<file path="src/t1_yellow_alarm_pkg.sv">
// Constants, register map and types for the T1 yellow alarm generator.
// Assumes one 10 MHz system clock and an APB register port.
package t1_yellow_alarm_pkg;

	// ------------------------------------------------------------
	// Timing
	// ------------------------------------------------------------
	localparam int CLK_PERIOD_NS     = 100;
	localparam int ONE_SECOND_NS     = 1000000000;
	localparam int ONE_SECOND_CYCLES = ONE_SECOND_NS / CLK_PERIOD_NS;
	localparam int TIMER_WIDTH       = 24;

	// ------------------------------------------------------------
	// Register offsets (byte addresses)
	// ------------------------------------------------------------
	localparam int          ADDR_WIDTH             = 12;
	localparam logic [11:0] ALARM_GEN_CONTROL_ADDR = 12'h108;
	localparam logic [11:0] FRAMING_SELECT_ADDR    = 12'h10C;
	localparam logic [11:0] YELLOW_STATUS_ADDR     = 12'h110;

	// ------------------------------------------------------------
	// Field positions and reset values
	// ------------------------------------------------------------
	localparam int         ONE_SECOND_RULE_BIT = 7;
	localparam int         YELLOW_TX_ENABLE_BIT = 6;
	localparam int         YELLOW_CTL_MSB      = 5;
	localparam int         YELLOW_CTL_LSB      = 4;
	localparam logic [7:0] ALARM_GEN_CONTROL_RESET = 8'h00;
	localparam logic [1:0] FRAMING_SELECT_RESET    = 2'h0;

	// Yellow control codes
	localparam logic [1:0] YELLOW_CTL_OFF = 2'h0;
	localparam logic [1:0] YELLOW_CTL_STD = 2'h1;

	// ------------------------------------------------------------
	// Data link pattern
	// ------------------------------------------------------------
	localparam logic [15:0] DL_RAI_PATTERN   = 16'hFF00;
	localparam logic [7:0]  DL_PATTERN_COUNT = 8'hFF;

	// ------------------------------------------------------------
	// Types
	// ------------------------------------------------------------
	typedef enum logic [1:0] {
		FRAMING_SF   = 2'h0,
		FRAMING_N    = 2'h1,
		FRAMING_T1_DATA_MUX_FRAMING = 2'h2,
		FRAMING_ESF  = 2'h3
	} framing_type;

	typedef enum logic [3:0] {
		RULE_IDLE   = 4'b0001,
		RULE_MIN    = 4'b0010,
		RULE_EXTEND = 4'b0100,
		RULE_GAP    = 4'b1000
	} rule_state_type;

endpackage

</file>
<file path="src/one_second_timer.sv">
// Down counter that measures one second of system clock.
// Assumes start is a one-cycle pulse from the same clock.
`timescale 1ns/10ps
`default_nettype none
module one_second_timer #(
	parameter int unsigned CYCLES = t1_yellow_alarm_pkg::ONE_SECOND_CYCLES
) (
	// Clock and reset
	input  wire logic clk_sys,
	input  wire logic arst_n,
	// Control
	input  wire logic start,
	output var  logic running,
	output var  logic expired
);
	import t1_yellow_alarm_pkg::*;

	localparam logic [TIMER_WIDTH-1:0] LOAD = TIMER_WIDTH'(CYCLES - 1);

	logic [TIMER_WIDTH-1:0] count;

	// ------------------------------------------------------------
	// Counter
	// ------------------------------------------------------------
	always_ff @(posedge clk_sys or negedge arst_n) begin
		if (!arst_n) begin
			count   <= '0;
			running <= 1'b0;
			expired <= 1'b0;
		end else if (start) begin
			count   <= LOAD;
			running <= 1'b1;
			expired <= 1'b0;
		end else if (running && count == '0) begin
			running <= 1'b0;
			expired <= 1'b1;
		end else begin
			if (running)
				count <= count - 1'b1;
			expired <= 1'b0;
		end
	end

endmodule
`default_nettype wire

</file>
<file path="src/esf_rai_pattern.sv">
// Data link RAI pattern source: eight ones, eight zeros, 255 repeats.
// Assumes bit_req pulses once per outbound data link bit.
`timescale 1ns/10ps
`default_nettype none
module esf_rai_pattern (
	// Clock and reset
	input  wire logic clk_sys,
	input  wire logic arst_n,
	// Control
	input  wire logic restart,
	input  wire logic abort,
	input  wire logic hold,
	input  wire logic bit_req,
	// Pattern
	output var  logic busy,
	output var  logic pattern_bit
);
	import t1_yellow_alarm_pkg::*;

	logic [3:0] bit_index;
	logic [7:0] pattern_count;
	logic       sending;

	assign sending     = busy || hold;
	assign pattern_bit = DL_RAI_PATTERN[4'hF - bit_index];

	// ------------------------------------------------------------
	// Bit and pattern counters
	// ------------------------------------------------------------
	always_ff @(posedge clk_sys or negedge arst_n) begin
		if (!arst_n) begin
			bit_index     <= 4'h0;
			pattern_count <= 8'h00;
			busy          <= 1'b0;
		end else if (abort) begin
			bit_index     <= 4'h0;
			pattern_count <= 8'h00;
			busy          <= 1'b0;
		end else if (restart) begin
			bit_index     <= 4'h0;
			pattern_count <= 8'h00;
			busy          <= 1'b1;
		end else if (sending && bit_req) begin
			bit_index <= bit_index + 4'h1;
			if (bit_index == 4'hF) begin
				if (pattern_count == DL_PATTERN_COUNT - 8'h01)
					busy <= 1'b0;
				if (pattern_count != DL_PATTERN_COUNT)
					pattern_count <= pattern_count + 8'h01;
			end
		end else if (!sending) begin
			bit_index <= 4'h0;
		end
	end

endmodule
`default_nettype wire

</file>
<file path="src/t1_yellow_alarm_generator.sv">
// Transmit yellow alarm (RAI) generator for one T1 framer channel.
// Assumes an APB master on clk_sys and framer strobes on the same clock.
//
// Overview of operation
// - Under one-second rule, RAI lasts at least one second once started.
// - Under one-second rule, new RAI waits one second after previous ends.
// - Under one-second rule, transmit enable sets duration; framing select sets format.
// - Under one-second rule, insertion format comes only from the framing select; yellow field ignored.
// - Without the rule, no minimum gap between consecutive RAI periods.
// - Without the rule, yellow field sets duration; framing select sets format.
// - Top control bit selects the rule: 0 off, 1 enforced, resets to 0.
// - Under the rule, enable 1 starts RAI, 0 stops it after the minimum.
// - Transmit enable is ignored when the rule is off.
// - Without the rule, yellow code 00 disables RAI except a running ESF pattern; it is the reset value.
// - Code 01 in SF or N forces bit 2 of every DS0 to zero.
// - Code 01 in data mux framing forces the sync byte Y-bit to zero.
// - ESF code 01 pulse sends 255 ones/zeros patterns; long level continues.
// - A new ESF pulse during RAI restarts the 255-pattern count.
//
// Design decision made here: the APB slave port.
`timescale 1ns/10ps
`default_nettype none
module t1_yellow_alarm_generator #(
	parameter int unsigned ONE_SECOND = t1_yellow_alarm_pkg::ONE_SECOND_CYCLES
) (
	// Clock and reset
	input  wire logic                                   clk_sys,
	input  wire logic                                   arst_n,
	// APB slave
	input  wire logic                                   psel,
	input  wire logic                                   penable,
	input  wire logic                                   pwrite,
	input  wire logic [t1_yellow_alarm_pkg::ADDR_WIDTH-1:0] paddr,
	input  wire logic [31:0]                            pwdata,
	input  wire logic [3:0]                             pstrb,
	output var  logic [31:0]                            prdata,
	output var  logic                                   pready,
	output var  logic                                   pslverr,
	// Framer data link strobe
	input  wire logic                                   dl_bit_req,
	// RAI insertion controls
	output var  logic                                   rai_active,
	output var  logic                                   ds0_bit2_zero,
	output var  logic                                   ybit_zero,
	output var  logic                                   dl_rai_insert,
	output var  logic                                   dl_rai_bit
);
	import t1_yellow_alarm_pkg::*;

	// ------------------------------------------------------------
	// Declarations
	// ------------------------------------------------------------
	logic [7:0]     alarm_generation_control;
	framing_type    framing;
	rule_state_type rule_state;
	rule_state_type next_rule_state;

	logic       one_second_rule;
	logic       yellow_tx_enable;
	logic [1:0] yellow_ctl;
	logic       yellow_ctl_low_prev;

	logic       apb_access;
	logic       apb_done;
	logic       addr_hit;
	logic       wr_lane0;
	logic [31:0] read_mux;

	logic timer_start;
	logic timer_running;
	logic timer_expired;

	logic pulse_restart;
	logic pattern_hold;
	logic pattern_busy;
	logic pattern_bit;

	logic rule_rai;
	logic free_rai;
	logic next_rai;
	logic esf_mode;
	logic code_std;
	logic in_gap;
	logic sf_format;
	logic dm_format;
	logic low_bit_rise;
	logic pattern_abort;
	logic wr_control;
	logic wr_framing;

	// ------------------------------------------------------------
	// Control field decode
	// ------------------------------------------------------------
	assign one_second_rule  = alarm_generation_control[ONE_SECOND_RULE_BIT];
	assign yellow_tx_enable = alarm_generation_control[YELLOW_TX_ENABLE_BIT];
	assign yellow_ctl       = alarm_generation_control[YELLOW_CTL_MSB:YELLOW_CTL_LSB];
	assign esf_mode         = (framing == FRAMING_ESF);
	assign code_std         = (yellow_ctl == YELLOW_CTL_STD);
	assign in_gap           = (rule_state == RULE_GAP);

	// ------------------------------------------------------------
	// APB slave, one wait state on every access
	// ------------------------------------------------------------
	assign apb_access = psel && penable;
	assign apb_done   = apb_access && pready;
	assign wr_lane0   = apb_done && pwrite && pstrb[0] && !pslverr;
	assign wr_control = wr_lane0 && paddr == ALARM_GEN_CONTROL_ADDR;
	assign wr_framing = wr_lane0 && paddr == FRAMING_SELECT_ADDR;

	assign addr_hit = (paddr == ALARM_GEN_CONTROL_ADDR)
		|| (paddr == FRAMING_SELECT_ADDR)
		|| (paddr == YELLOW_STATUS_ADDR);

	always_comb begin
		read_mux = 32'h0000_0000;
		unique case (paddr)
			ALARM_GEN_CONTROL_ADDR: read_mux[7:0] = alarm_generation_control;
			FRAMING_SELECT_ADDR:    read_mux[1:0] = framing;
			YELLOW_STATUS_ADDR: begin
				read_mux[0]   = rai_active;
				read_mux[1]   = in_gap;
				read_mux[2]   = pattern_busy;
				read_mux[7:4] = rule_state;
			end
			default:                read_mux = 32'h0000_0000;
		endcase
	end

	always_ff @(posedge clk_sys or negedge arst_n) begin
		if (!arst_n) begin
			pready  <= 1'b0;
			pslverr <= 1'b0;
		end else if (apb_access && !pready) begin
			pready  <= 1'b1;
			pslverr <= !addr_hit;
		end else begin
			pready  <= 1'b0;
			pslverr <= 1'b0;
		end
	end

	always_ff @(posedge clk_sys or negedge arst_n) begin
		if (!arst_n)
			prdata <= 32'h0000_0000;
		else if (apb_access && !pready)
			prdata <= pwrite ? 32'h0000_0000 : read_mux;
	end

	// ------------------------------------------------------------
	// Registers
	// ------------------------------------------------------------
	always_ff @(posedge clk_sys or negedge arst_n) begin
		if (!arst_n)
			alarm_generation_control <= ALARM_GEN_CONTROL_RESET;
		else if (wr_control)
			alarm_generation_control <= pwdata[7:0];
	end

	always_ff @(posedge clk_sys or negedge arst_n) begin
		if (!arst_n)
			framing <= framing_type'(FRAMING_SELECT_RESET);
		else if (wr_framing)
			framing <= framing_type'(pwdata[1:0]);
	end

	// ------------------------------------------------------------
	// One-second rule sequencer
	// ------------------------------------------------------------
	always_comb begin
		next_rule_state = rule_state;
		timer_start     = 1'b0;
		if (!one_second_rule) begin
			next_rule_state = RULE_IDLE;
		end else begin
			unique case (rule_state)
				RULE_IDLE: begin
					if (yellow_tx_enable) begin
						next_rule_state = RULE_MIN;
						timer_start     = 1'b1;
					end
				end
				RULE_MIN: begin
					if (timer_expired) begin
						if (yellow_tx_enable) begin
							next_rule_state = RULE_EXTEND;
						end else begin
							next_rule_state = RULE_GAP;
							timer_start     = 1'b1;
						end
					end
				end
				RULE_EXTEND: begin
					if (!yellow_tx_enable) begin
						next_rule_state = RULE_GAP;
						timer_start     = 1'b1;
					end
				end
				RULE_GAP: begin
					if (timer_expired)
						next_rule_state = RULE_IDLE;
				end
				default: next_rule_state = RULE_IDLE;
			endcase
		end
	end

	always_ff @(posedge clk_sys or negedge arst_n) begin
		if (!arst_n)
			rule_state <= RULE_IDLE;
		else
			rule_state <= next_rule_state;
	end

	one_second_timer #(
		.CYCLES (ONE_SECOND)
	) u_timer (
		.clk_sys (clk_sys),
		.arst_n  (arst_n),
		.start   (timer_start),
		.running (timer_running),
		.expired (timer_expired)
	);

	// ------------------------------------------------------------
	// ESF data link pattern
	// ------------------------------------------------------------
	always_ff @(posedge clk_sys or negedge arst_n) begin
		if (!arst_n)
			yellow_ctl_low_prev <= 1'b0;
		else
			yellow_ctl_low_prev <= yellow_ctl[0];
	end

	// Rising edge of the low yellow bit starts or extends a pattern run
	assign low_bit_rise  = yellow_ctl[0] && !yellow_ctl_low_prev;
	assign pulse_restart = !one_second_rule && esf_mode && code_std
		&& low_bit_rise;
	assign pattern_hold  = one_second_rule ? rule_rai
		: (esf_mode && code_std);
	// Enforced mode clears leftovers and runs the pattern only during RAI
	assign pattern_abort = !esf_mode || (one_second_rule && !rule_rai);

	esf_rai_pattern u_pattern (
		.clk_sys     (clk_sys),
		.arst_n      (arst_n),
		.restart     (pulse_restart),
		.abort       (pattern_abort),
		.hold        (pattern_hold),
		.bit_req     (dl_bit_req),
		.busy        (pattern_busy),
		.pattern_bit (pattern_bit)
	);

	// ------------------------------------------------------------
	// RAI decision
	// ------------------------------------------------------------
	assign rule_rai = (rule_state == RULE_MIN) || (rule_state == RULE_EXTEND);
	assign free_rai = esf_mode ? (pattern_busy || code_std)
		: code_std;
	assign next_rai = one_second_rule ? rule_rai : free_rai;

	// ------------------------------------------------------------
	// Format select
	// ------------------------------------------------------------
	assign sf_format = (framing == FRAMING_SF) || (framing == FRAMING_N);
	assign dm_format = (framing == FRAMING_T1_DATA_MUX_FRAMING);

	// ------------------------------------------------------------
	// Insertion outputs
	// ------------------------------------------------------------
	always_ff @(posedge clk_sys or negedge arst_n) begin
		if (!arst_n)
			rai_active <= 1'b0;
		else
			rai_active <= next_rai;
	end

	// Enforced alarms use the code 01 format of the framing
	always_ff @(posedge clk_sys or negedge arst_n) begin
		if (!arst_n)
			ds0_bit2_zero <= 1'b0;
		else
			ds0_bit2_zero <= next_rai && sf_format;
	end

	always_ff @(posedge clk_sys or negedge arst_n) begin
		if (!arst_n)
			ybit_zero <= 1'b0;
		else
			ybit_zero <= next_rai && dm_format;
	end

	always_ff @(posedge clk_sys or negedge arst_n) begin
		if (!arst_n)
			dl_rai_insert <= 1'b0;
		else
			dl_rai_insert <= next_rai && esf_mode;
	end

	// Pattern bit only while the data link carries RAI
	always_ff @(posedge clk_sys or negedge arst_n) begin
		if (!arst_n)
			dl_rai_bit <= 1'b0;
		else
			dl_rai_bit <= next_rai && esf_mode && pattern_bit;
	end

endmodule
`default_nettype wire

</file>
<file path="config.mk">
export PLATFORM = sky130hd
export DESIGN_NAME = t1_yellow_alarm_generator
export DESIGN_NICKNAME = d
export VERILOG_FILES = /design/src/t1_yellow_alarm_pkg.sv /design/src/one_second_timer.sv /design/src/esf_rai_pattern.sv /design/src/t1_yellow_alarm_generator.sv
export SDC_FILE = /design/constraint.sdc
export NUM_CORES = 1
export LEC_CHECK = 0
export ABC_AREA = 1
export CAP_MARGIN = 40
export CORE_UTILIZATION = 64
export DETAILED_ROUTE_END_ITERATION = 10
export DONT_BUFFER_PORTS = 1
export GPL_ROUTABILITY_DRIVEN = 1
export PLACE_DENSITY = 0.89
export SYNTH_ARGS = -nofsm -noshare
export SYNTH_HDL_FRONTEND = slang
export SYNTH_HIERARCHICAL = 1
export SYNTH_SLANG_ARGS = --single-unit
</file>
<file path="constraint.sdc">
create_clock -name clk_sys -period 2.35 [get_ports clk_sys]
set_input_delay 0.47 -clock clk_sys [delete_from_list [all_inputs] [get_ports clk_sys]]
set_output_delay 0.47 -clock clk_sys [all_outputs]
set_load 0.05 [all_outputs]
</file>
# Word-level counts from Yosys, hierarchy flattened
# Memories as Yosys holds them, arrays and structs flattened.
# Index checks and enable logic that the tools add are counted.
[word_totals] ff_bits=93 inputBits=54 n_memories=1 romBits=16
[classes] eq_ne=20 mux=44 reduce_logical=46 addsub=4 magnitude_cmp=1
[mem_list] memory="(name not given)" depth=16 width=1 rd=1 rd_clocked_by_memory_dff=0 write_ports=0 line_no="esf_rai_pattern.sv:25" rtl="assign pattern_bit = DL_RAI_PATTERN[4'hF - bit_index];"
[ops] op="$mux 24" n=3
[ops] op="$mux 8" n=6
[ops] op="$mux 4" n=10
[ops] op="$eq 12x9->1 const B" n=3
[ops] op="$logic_not 24->1" n=1
[ops] op="$sub 24x1->24 const B" n=1
[ops] op="$logic_and 1x1->1" n=20
[ops] op="$mux 1" n=20
[ops] op="$pmux 4 s4" n=1
[ops] op="$reduce_bool 3->1" n=4
[ops] op="$add 8x1->8 const B" n=1
[ops] op="$eq 4x4->1 const B" n=2
[ops] op="$eq 8x8->1 const B" n=1
[ops] op="$ne 8x8->1 const B" n=1
[ops] op="$pmux 4 s2" n=1
[ops] op="$logic_not 1->1" n=7
[ops] op="$logic_or 1x1->1" n=7
[ops] op="$ne 3x2->1 const B" n=2
[ops] op="$ne 3x3->1 const B" n=2
[ops] op="$pmux 2 s3" n=1
[ops] op="$reduce_and 3->1" n=2
[ops] op="$lt 4x5->1 const B" n=1
[ops] op="$add 4x1->4 const B" n=1
[ops] op="$eq 2x1->1 const B" n=2
[ops] op="13 further kinds" n=15

# Longest topological paths before layout
[logic_depth] word_depth=8 depth_mapped=18 ltp_nobuf=16

# By module
# Netlist, hierarchy kept.
[by_module_without_submodules] module="t1_yellow_alarm_generator" seq_area_each_um2=752.0 area_per_inst_um2=1788.0 n_inst=1 cells_each=233
[by_module_without_submodules] module="one_second_timer" seq_area_each_um2=650.6 area_per_inst_um2=1729.2 n_inst=1 cells_each=262
[by_module_without_submodules] module="esf_rai_pattern" seq_area_each_um2=325.3 area_per_inst_um2=839.6 n_inst=1 cells_each=107

# Least setup slack after synthesis
# Ideal clock, no wire load.
[synth_path] path_type="register to register" start="register rule_state[0]" end="register u_timer.count[8]" path_slack_ns=0.303 setup_ns=0.121 stages_incl_launch_ff=19 required_time_ns=2.229 synth_period_minus_slack_ns=2.047 arrival_time_ns=1.926 cell_sequence="dfstp_2 inv_1 nand2_1 nor3_1 inv_1 o211ai_1 nand2_1 inv_1 nor2_1 nand2_1 nor2_1 nand2_1 nor2_4 nor2_2 buf_6 clkinv_4 buf_6 nand2_1 o21ai_1"
[synth_between] elab_chain_len=5 elab_cells_between_ends=9 classes_between="eq/ne: 4; mux: 3; reduce/logical: 2"
[synth_rtl] element="from (decl)" line_no="t1_yellow_alarm_generator.sv:55" rtl="rule_state_type rule_state;"
[synth_rtl] element="from (signal assigned)" line_no="t1_yellow_alarm_generator.sv:211" rtl="rule_state <= next_rule_state;"
[synth_rtl] element="$eq 4x3->1, or another cell as far along" line_no="t1_yellow_alarm_generator.sv:175" rtl="unique case (rule_state)"
[synth_rtl] element="$pmux 1 s3 *" line_no="t1_yellow_alarm_generator.sv:175"
[synth_rtl] element="$mux 1 *" line_no="t1_yellow_alarm_generator.sv:172" rtl="if (!one_second_rule) begin"
[synth_rtl] element="named net timer_start" line_no="t1_yellow_alarm_generator.sv:69" rtl="logic timer_start;"
[synth_rtl] element="$ne 2x2->1 (no line) or $reduce_bool 2->1 (tied branches)"
[synth_rtl] element="$reduce_and 2->1 (no line)"
[synth_rtl] element="to (signal assigned)" line_no="one_second_timer.sv:39" rtl="count <= count - 1'b1;"
[synth_rtl] element="to (decl)" line_no="one_second_timer.sv:20" rtl="logic [TIMER_WIDTH-1:0] count;"
# The timed path passes the listed nets; every way through them passes the cells marked *.
# A chain may end at the register's enable or synchronous reset.

# Worst setup path after layout
[layout_path] start="register rule_state[0]" end="register u_timer.count[17]"
# The elaborated chain is that of the path after synthesis.

==> run summary <==
The number of endpoints failing setup at the final stage is 0, and the synthesized netlist cell count is 602. Derived from the worst setup path, the maximum achievable clock frequency is 457 MHz. The global-route wire length before repair was 15400 um; the effective utilization at floorplan was 0.675.

The tree built by TritonCTS fans out to 69 sinks. The tools report the final setup TNS as 0 ns. The share of flip-flops with an asynchronous set or reset was 1.00.

The worst setup path is captured at a flop. The logs give 0 for the initial antenna violation count and 0 for the reported max-cap violation count. The tools report the area of the placeable core as 6460 um2. The final reports fail on DRC. Counting distinct cell types in the post-synthesis netlist gives 39. The number of storage elements in the synthesis netlist was 69; the power density of the placed cells was 481 nW/um2. The worst-margin pin slew was 0.536 ns. The clock transition time at the flip-flop clock pins of the worst setup and hold paths was 0.08 ns; the port buffer count was 0.

The global-route usage over all layers is 0.271. The run gives 9 as the total CTS buffers. The register-to-register setup slack is 0.16 ns. Final routed wirelength across all metal layers: 9160 um.

For the via count of the routed design, the log shows 3841. The mapped netlist covers 4360 um2. The most used flip-flop cell after synthesis is sky130_fd_sc_hd__dfrtp_1. The share of post-route cells with drive strength above 1 is 0.137, and the endpoint arrival time on the critical path is 2.42 ns. The worst-case IR drop observed on VDD is 0.376 mV. In this run the count of I/O pins placed on the die edge is 93. The type of the most critical hold path was in -> async. The die is 84.5 um tall.

Final hold violation count: 0. The tools report the worst-case headroom to the max-slew limit as 0.643. The sequential share of the synthesized area is 0.397. At the end of routability-driven placement, the weighted congestion stood at 0.919. For the worst flop-to-flop path, the logic depth is 16. The DRC violation total after the first TritonRoute iteration was 309; the via count of the first global-routing pass was 3585.

Leading area contributor after synthesis: sky130_fd_sc_hd__dfrtp_1. Compared with the post-synthesis result, the final layout area differs by 4.74%. A synthesized cell averages 7.24 um2. Timing analysis after detailed placement gives a worst setup slack of 0.0174 ns. The first detailed-routing pass took 8 iterations.

The number of H-tree levels was 3; the time the worst path needs with I/O delays and setup was 2.19 ns. For the post-route standard cell area excluding fillers, the log shows 4560 um2. The type of element launching the critical path is a flop.

The number of nets with antenna violations after routing came out at 0. The number of synthesis warnings was 6. The pin count of the biggest net entering global routing was 70. Leaving out fill and tap cells, the most frequent cell in the layout is sky130_fd_sc_hd__nand2_1. Across the routed clock network, the largest skew measured is 0.00612 ns. For this design the static power due to leakage is 2.40 nW. The die covers 7140 um2.

The run gives 0 as the max-slew violation count. The longest clock path from root to sink contains 2 buffers. The run finished, with violations left. The critical path is of the reg -> reg type. In the final routed layout, each cell accounts on average for 13.2 um. The final period utilization was 0.931. Critical-path maximum fanout: 10. The repair_antennas step left the layout with diodes totalling 0. The share of the synthesized area in the top cell type is 0.391, and the leftover overflow at the end of global routing is 0. The placement-stage cell area is 4320 um2.

The top cell types in the final layout, fill and taps aside, are sky130_fd_sc_hd__nand2_1, sky130_fd_sc_hd__dfrtp_1, sky130_fd_sc_hd__inv_1, sky130_fd_sc_hd__nand3_1, sky130_fd_sc_hd__nor2_1. In the routed design, unresolved DRC markers number 5. In this run the critical register-to-register path is launched from rule_state[0]$_DFFE_PN1P_. The worst register-to-register path ends at u_timer/count[17]$_DFFE_PN0P_.

The final cell count without fillers came out at 692. The data required time of the worst path was 2.58 ns. At the later pin of the worst-skew pair, clock insertion delay measures 0.34 ns.

The logs give 29 for the site row count and 6530 um for the detailed placement HPWL. The number of nets in the layout came out at 669. The buffer type at the clock tree root was sky130_fd_sc_hd__clkbuf_8. After layout, the worst setup slack is 0.161 ns. TritonCTS built the clock tree.

The vias per cell was 5.55; the number of flops mapped to enable cells by yosys was 0. After detailed placement, the design holds a cell count of 673. The die is 84.5 um wide. Ranked by total cell area, the synthesized netlist is headed by sky130_fd_sc_hd__dfrtp_1, sky130_fd_sc_hd__nand2_1, sky130_fd_sc_hd__nand3_1, sky130_fd_sc_hd__inv_1, sky130_fd_sc_hd__nor2_1.

Setup repair after global routing left no endpoint under its margin. The worst slack on hold paths came out at 0.00356 ns.
cell usage after synthesis, types with 5 or more instances:
cell type / n
sky130_fd_sc_hd__nand2_1: 168
sky130_fd_sc_hd__nand4_1: 15
sky130_fd_sc_hd__o21ai_1: 15
sky130_fd_sc_hd__buf_4: 24
sky130_fd_sc_hd__nor2_4: 5
sky130_fd_sc_hd__ha_1: 5
sky130_fd_sc_hd__o21ai_2: 10
sky130_fd_sc_hd__o21ai_0: 20
sky130_fd_sc_hd__nor2_2: 9
sky130_fd_sc_hd__nor3_1: 11
sky130_fd_sc_hd__buf_6: 5
sky130_fd_sc_hd__inv_2: 8
sky130_fd_sc_hd__dfrtp_1: 68
sky130_fd_sc_hd__a21oi_1: 5
sky130_fd_sc_hd__inv_1: 68
sky130_fd_sc_hd__nand2_2: 5
sky130_fd_sc_hd__nor2_1: 61
sky130_fd_sc_hd__nand3_1: 65
metal layers:
metal,track usage,share of wire,vias up,wire (um)
met3,0.0747,0.055,26,507
met4,0.109,0.026,0,239
li1,-,-,1884,-
met1,0.318,0.42,1793,3810
met2,0.472,0.50,138,4610
met5,0,0,-,0
worst max-delay path by stage:
stage,startpoint,end,slack [ns],depth (start not counted)
after floorplan,rule_state[0]$_DFFE_PN1P_,u_timer/count[8]$_DFFE_PN0P_,0.30,18
after global placement,rule_state[0]$_DFFE_PN1P_,u_timer/count[0]$_DFFE_PN0P_,0.12,16
after detailed placement,rule_state[0]$_DFFE_PN1P_,u_timer/count[5]$_DFFE_PN0P_,0.02,16
after CTS,rule_state[0]$_DFFE_PN1P_,u_timer/count[5]$_DFFE_PN0P_,0.03,16
after global routing,rule_state[1]$_DFFE_PN0P_,u_timer/count[5]$_DFFE_PN0P_,0.02,16
final,rule_state[0]$_DFFE_PN1P_,u_timer/count[17]$_DFFE_PN0P_,0.16,16
flip-flops by register name, indices dropped and copies added (netlist names), 2 cells and up:
register and count:
u_timer/count 24, alarm_generation_control 8, prdata 8, u_pattern/pattern_count 8
rule_state 4, u_pattern/bit_index 4, framing 2
layout make-up:
class / instances / area (um2)
inverters: 79 / 305
repair inverters: 1 / 8.76
fillers: 508 / 1900
clock buffers: 9 / 124
flip-flops and latches: 69 / 1730
multi-input cells: 442 / 2160
clock inverters: 7 / 50.0
well taps: 77 / 96.3
repair buffers: 8 / 87.6
where the power goes:
group          internal (W)  switching [W]  leakage [nW]
sequential          0.00119     0.00000882         0.959
combinational     0.0000137       0.000127          1.36
clock              0.000383       0.000475        0.0816
total               0.00159       0.000611          2.40
metrics by stage:
stage               total power, W  utilization
finish                     0.00220        0.707
global route               0.00228        0.707
floorplan                  0.00136            -
global placement           0.00133        0.669
CTS                        0.00222        0.701
detailed placement         0.00133        0.669
worst max-delay path, stage by stage, from the launching register on:
cell and delay, ns:
sky130_fd_sc_hd__dfstp_2 0.53, sky130_fd_sc_hd__inv_2 0.06, sky130_fd_sc_hd__nand4_1 0.15, sky130_fd_sc_hd__inv_2 0.07, sky130_fd_sc_hd__nand3_1 0.07, sky130_fd_sc_hd__o211ai_1 0.08, sky130_fd_sc_hd__nand2_1 0.09, sky130_fd_sc_hd__inv_2 0.07
sky130_fd_sc_hd__nor2_1 0.09, sky130_fd_sc_hd__nand2_1 0.07, sky130_fd_sc_hd__nor2_1 0.12, sky130_fd_sc_hd__nand2_1 0.11, sky130_fd_sc_hd__nor2_4 0.15, sky130_fd_sc_hd__nor2_4 0.07, sky130_fd_sc_hd__buf_4 0.16, sky130_fd_sc_hd__inv_6 0.10
sky130_fd_sc_hd__o21ai_1 0.08
repair_timing:
item,CTS,global route
pin swaps,0,2
gates resized for setup,1,9
endpoints found under the hold margin,69,0
buffers inserted,0,1
cloned,0,1
hold buffers,1,0
setup endpoints to repair,1,24
kinds of logic (layout without fill, tap and decap cells):
group / after synthesis / after routing / share of synthesized area
other cells: 1 / 24 / 0.000861
xor+xnor: 4 / 4 / 0.00804
buf+inv: 114 / 104 / 0.130
simple gates: 354 / 354 / 0.375
compound gates: 54 / 54 / 0.0727
mux: 1 / 1 / 0.00230
flops: 69 / 69 / 0.397
fa+ha+maj: 5 / 5 / 0.0144
Power figures use the tool's default switching activity.
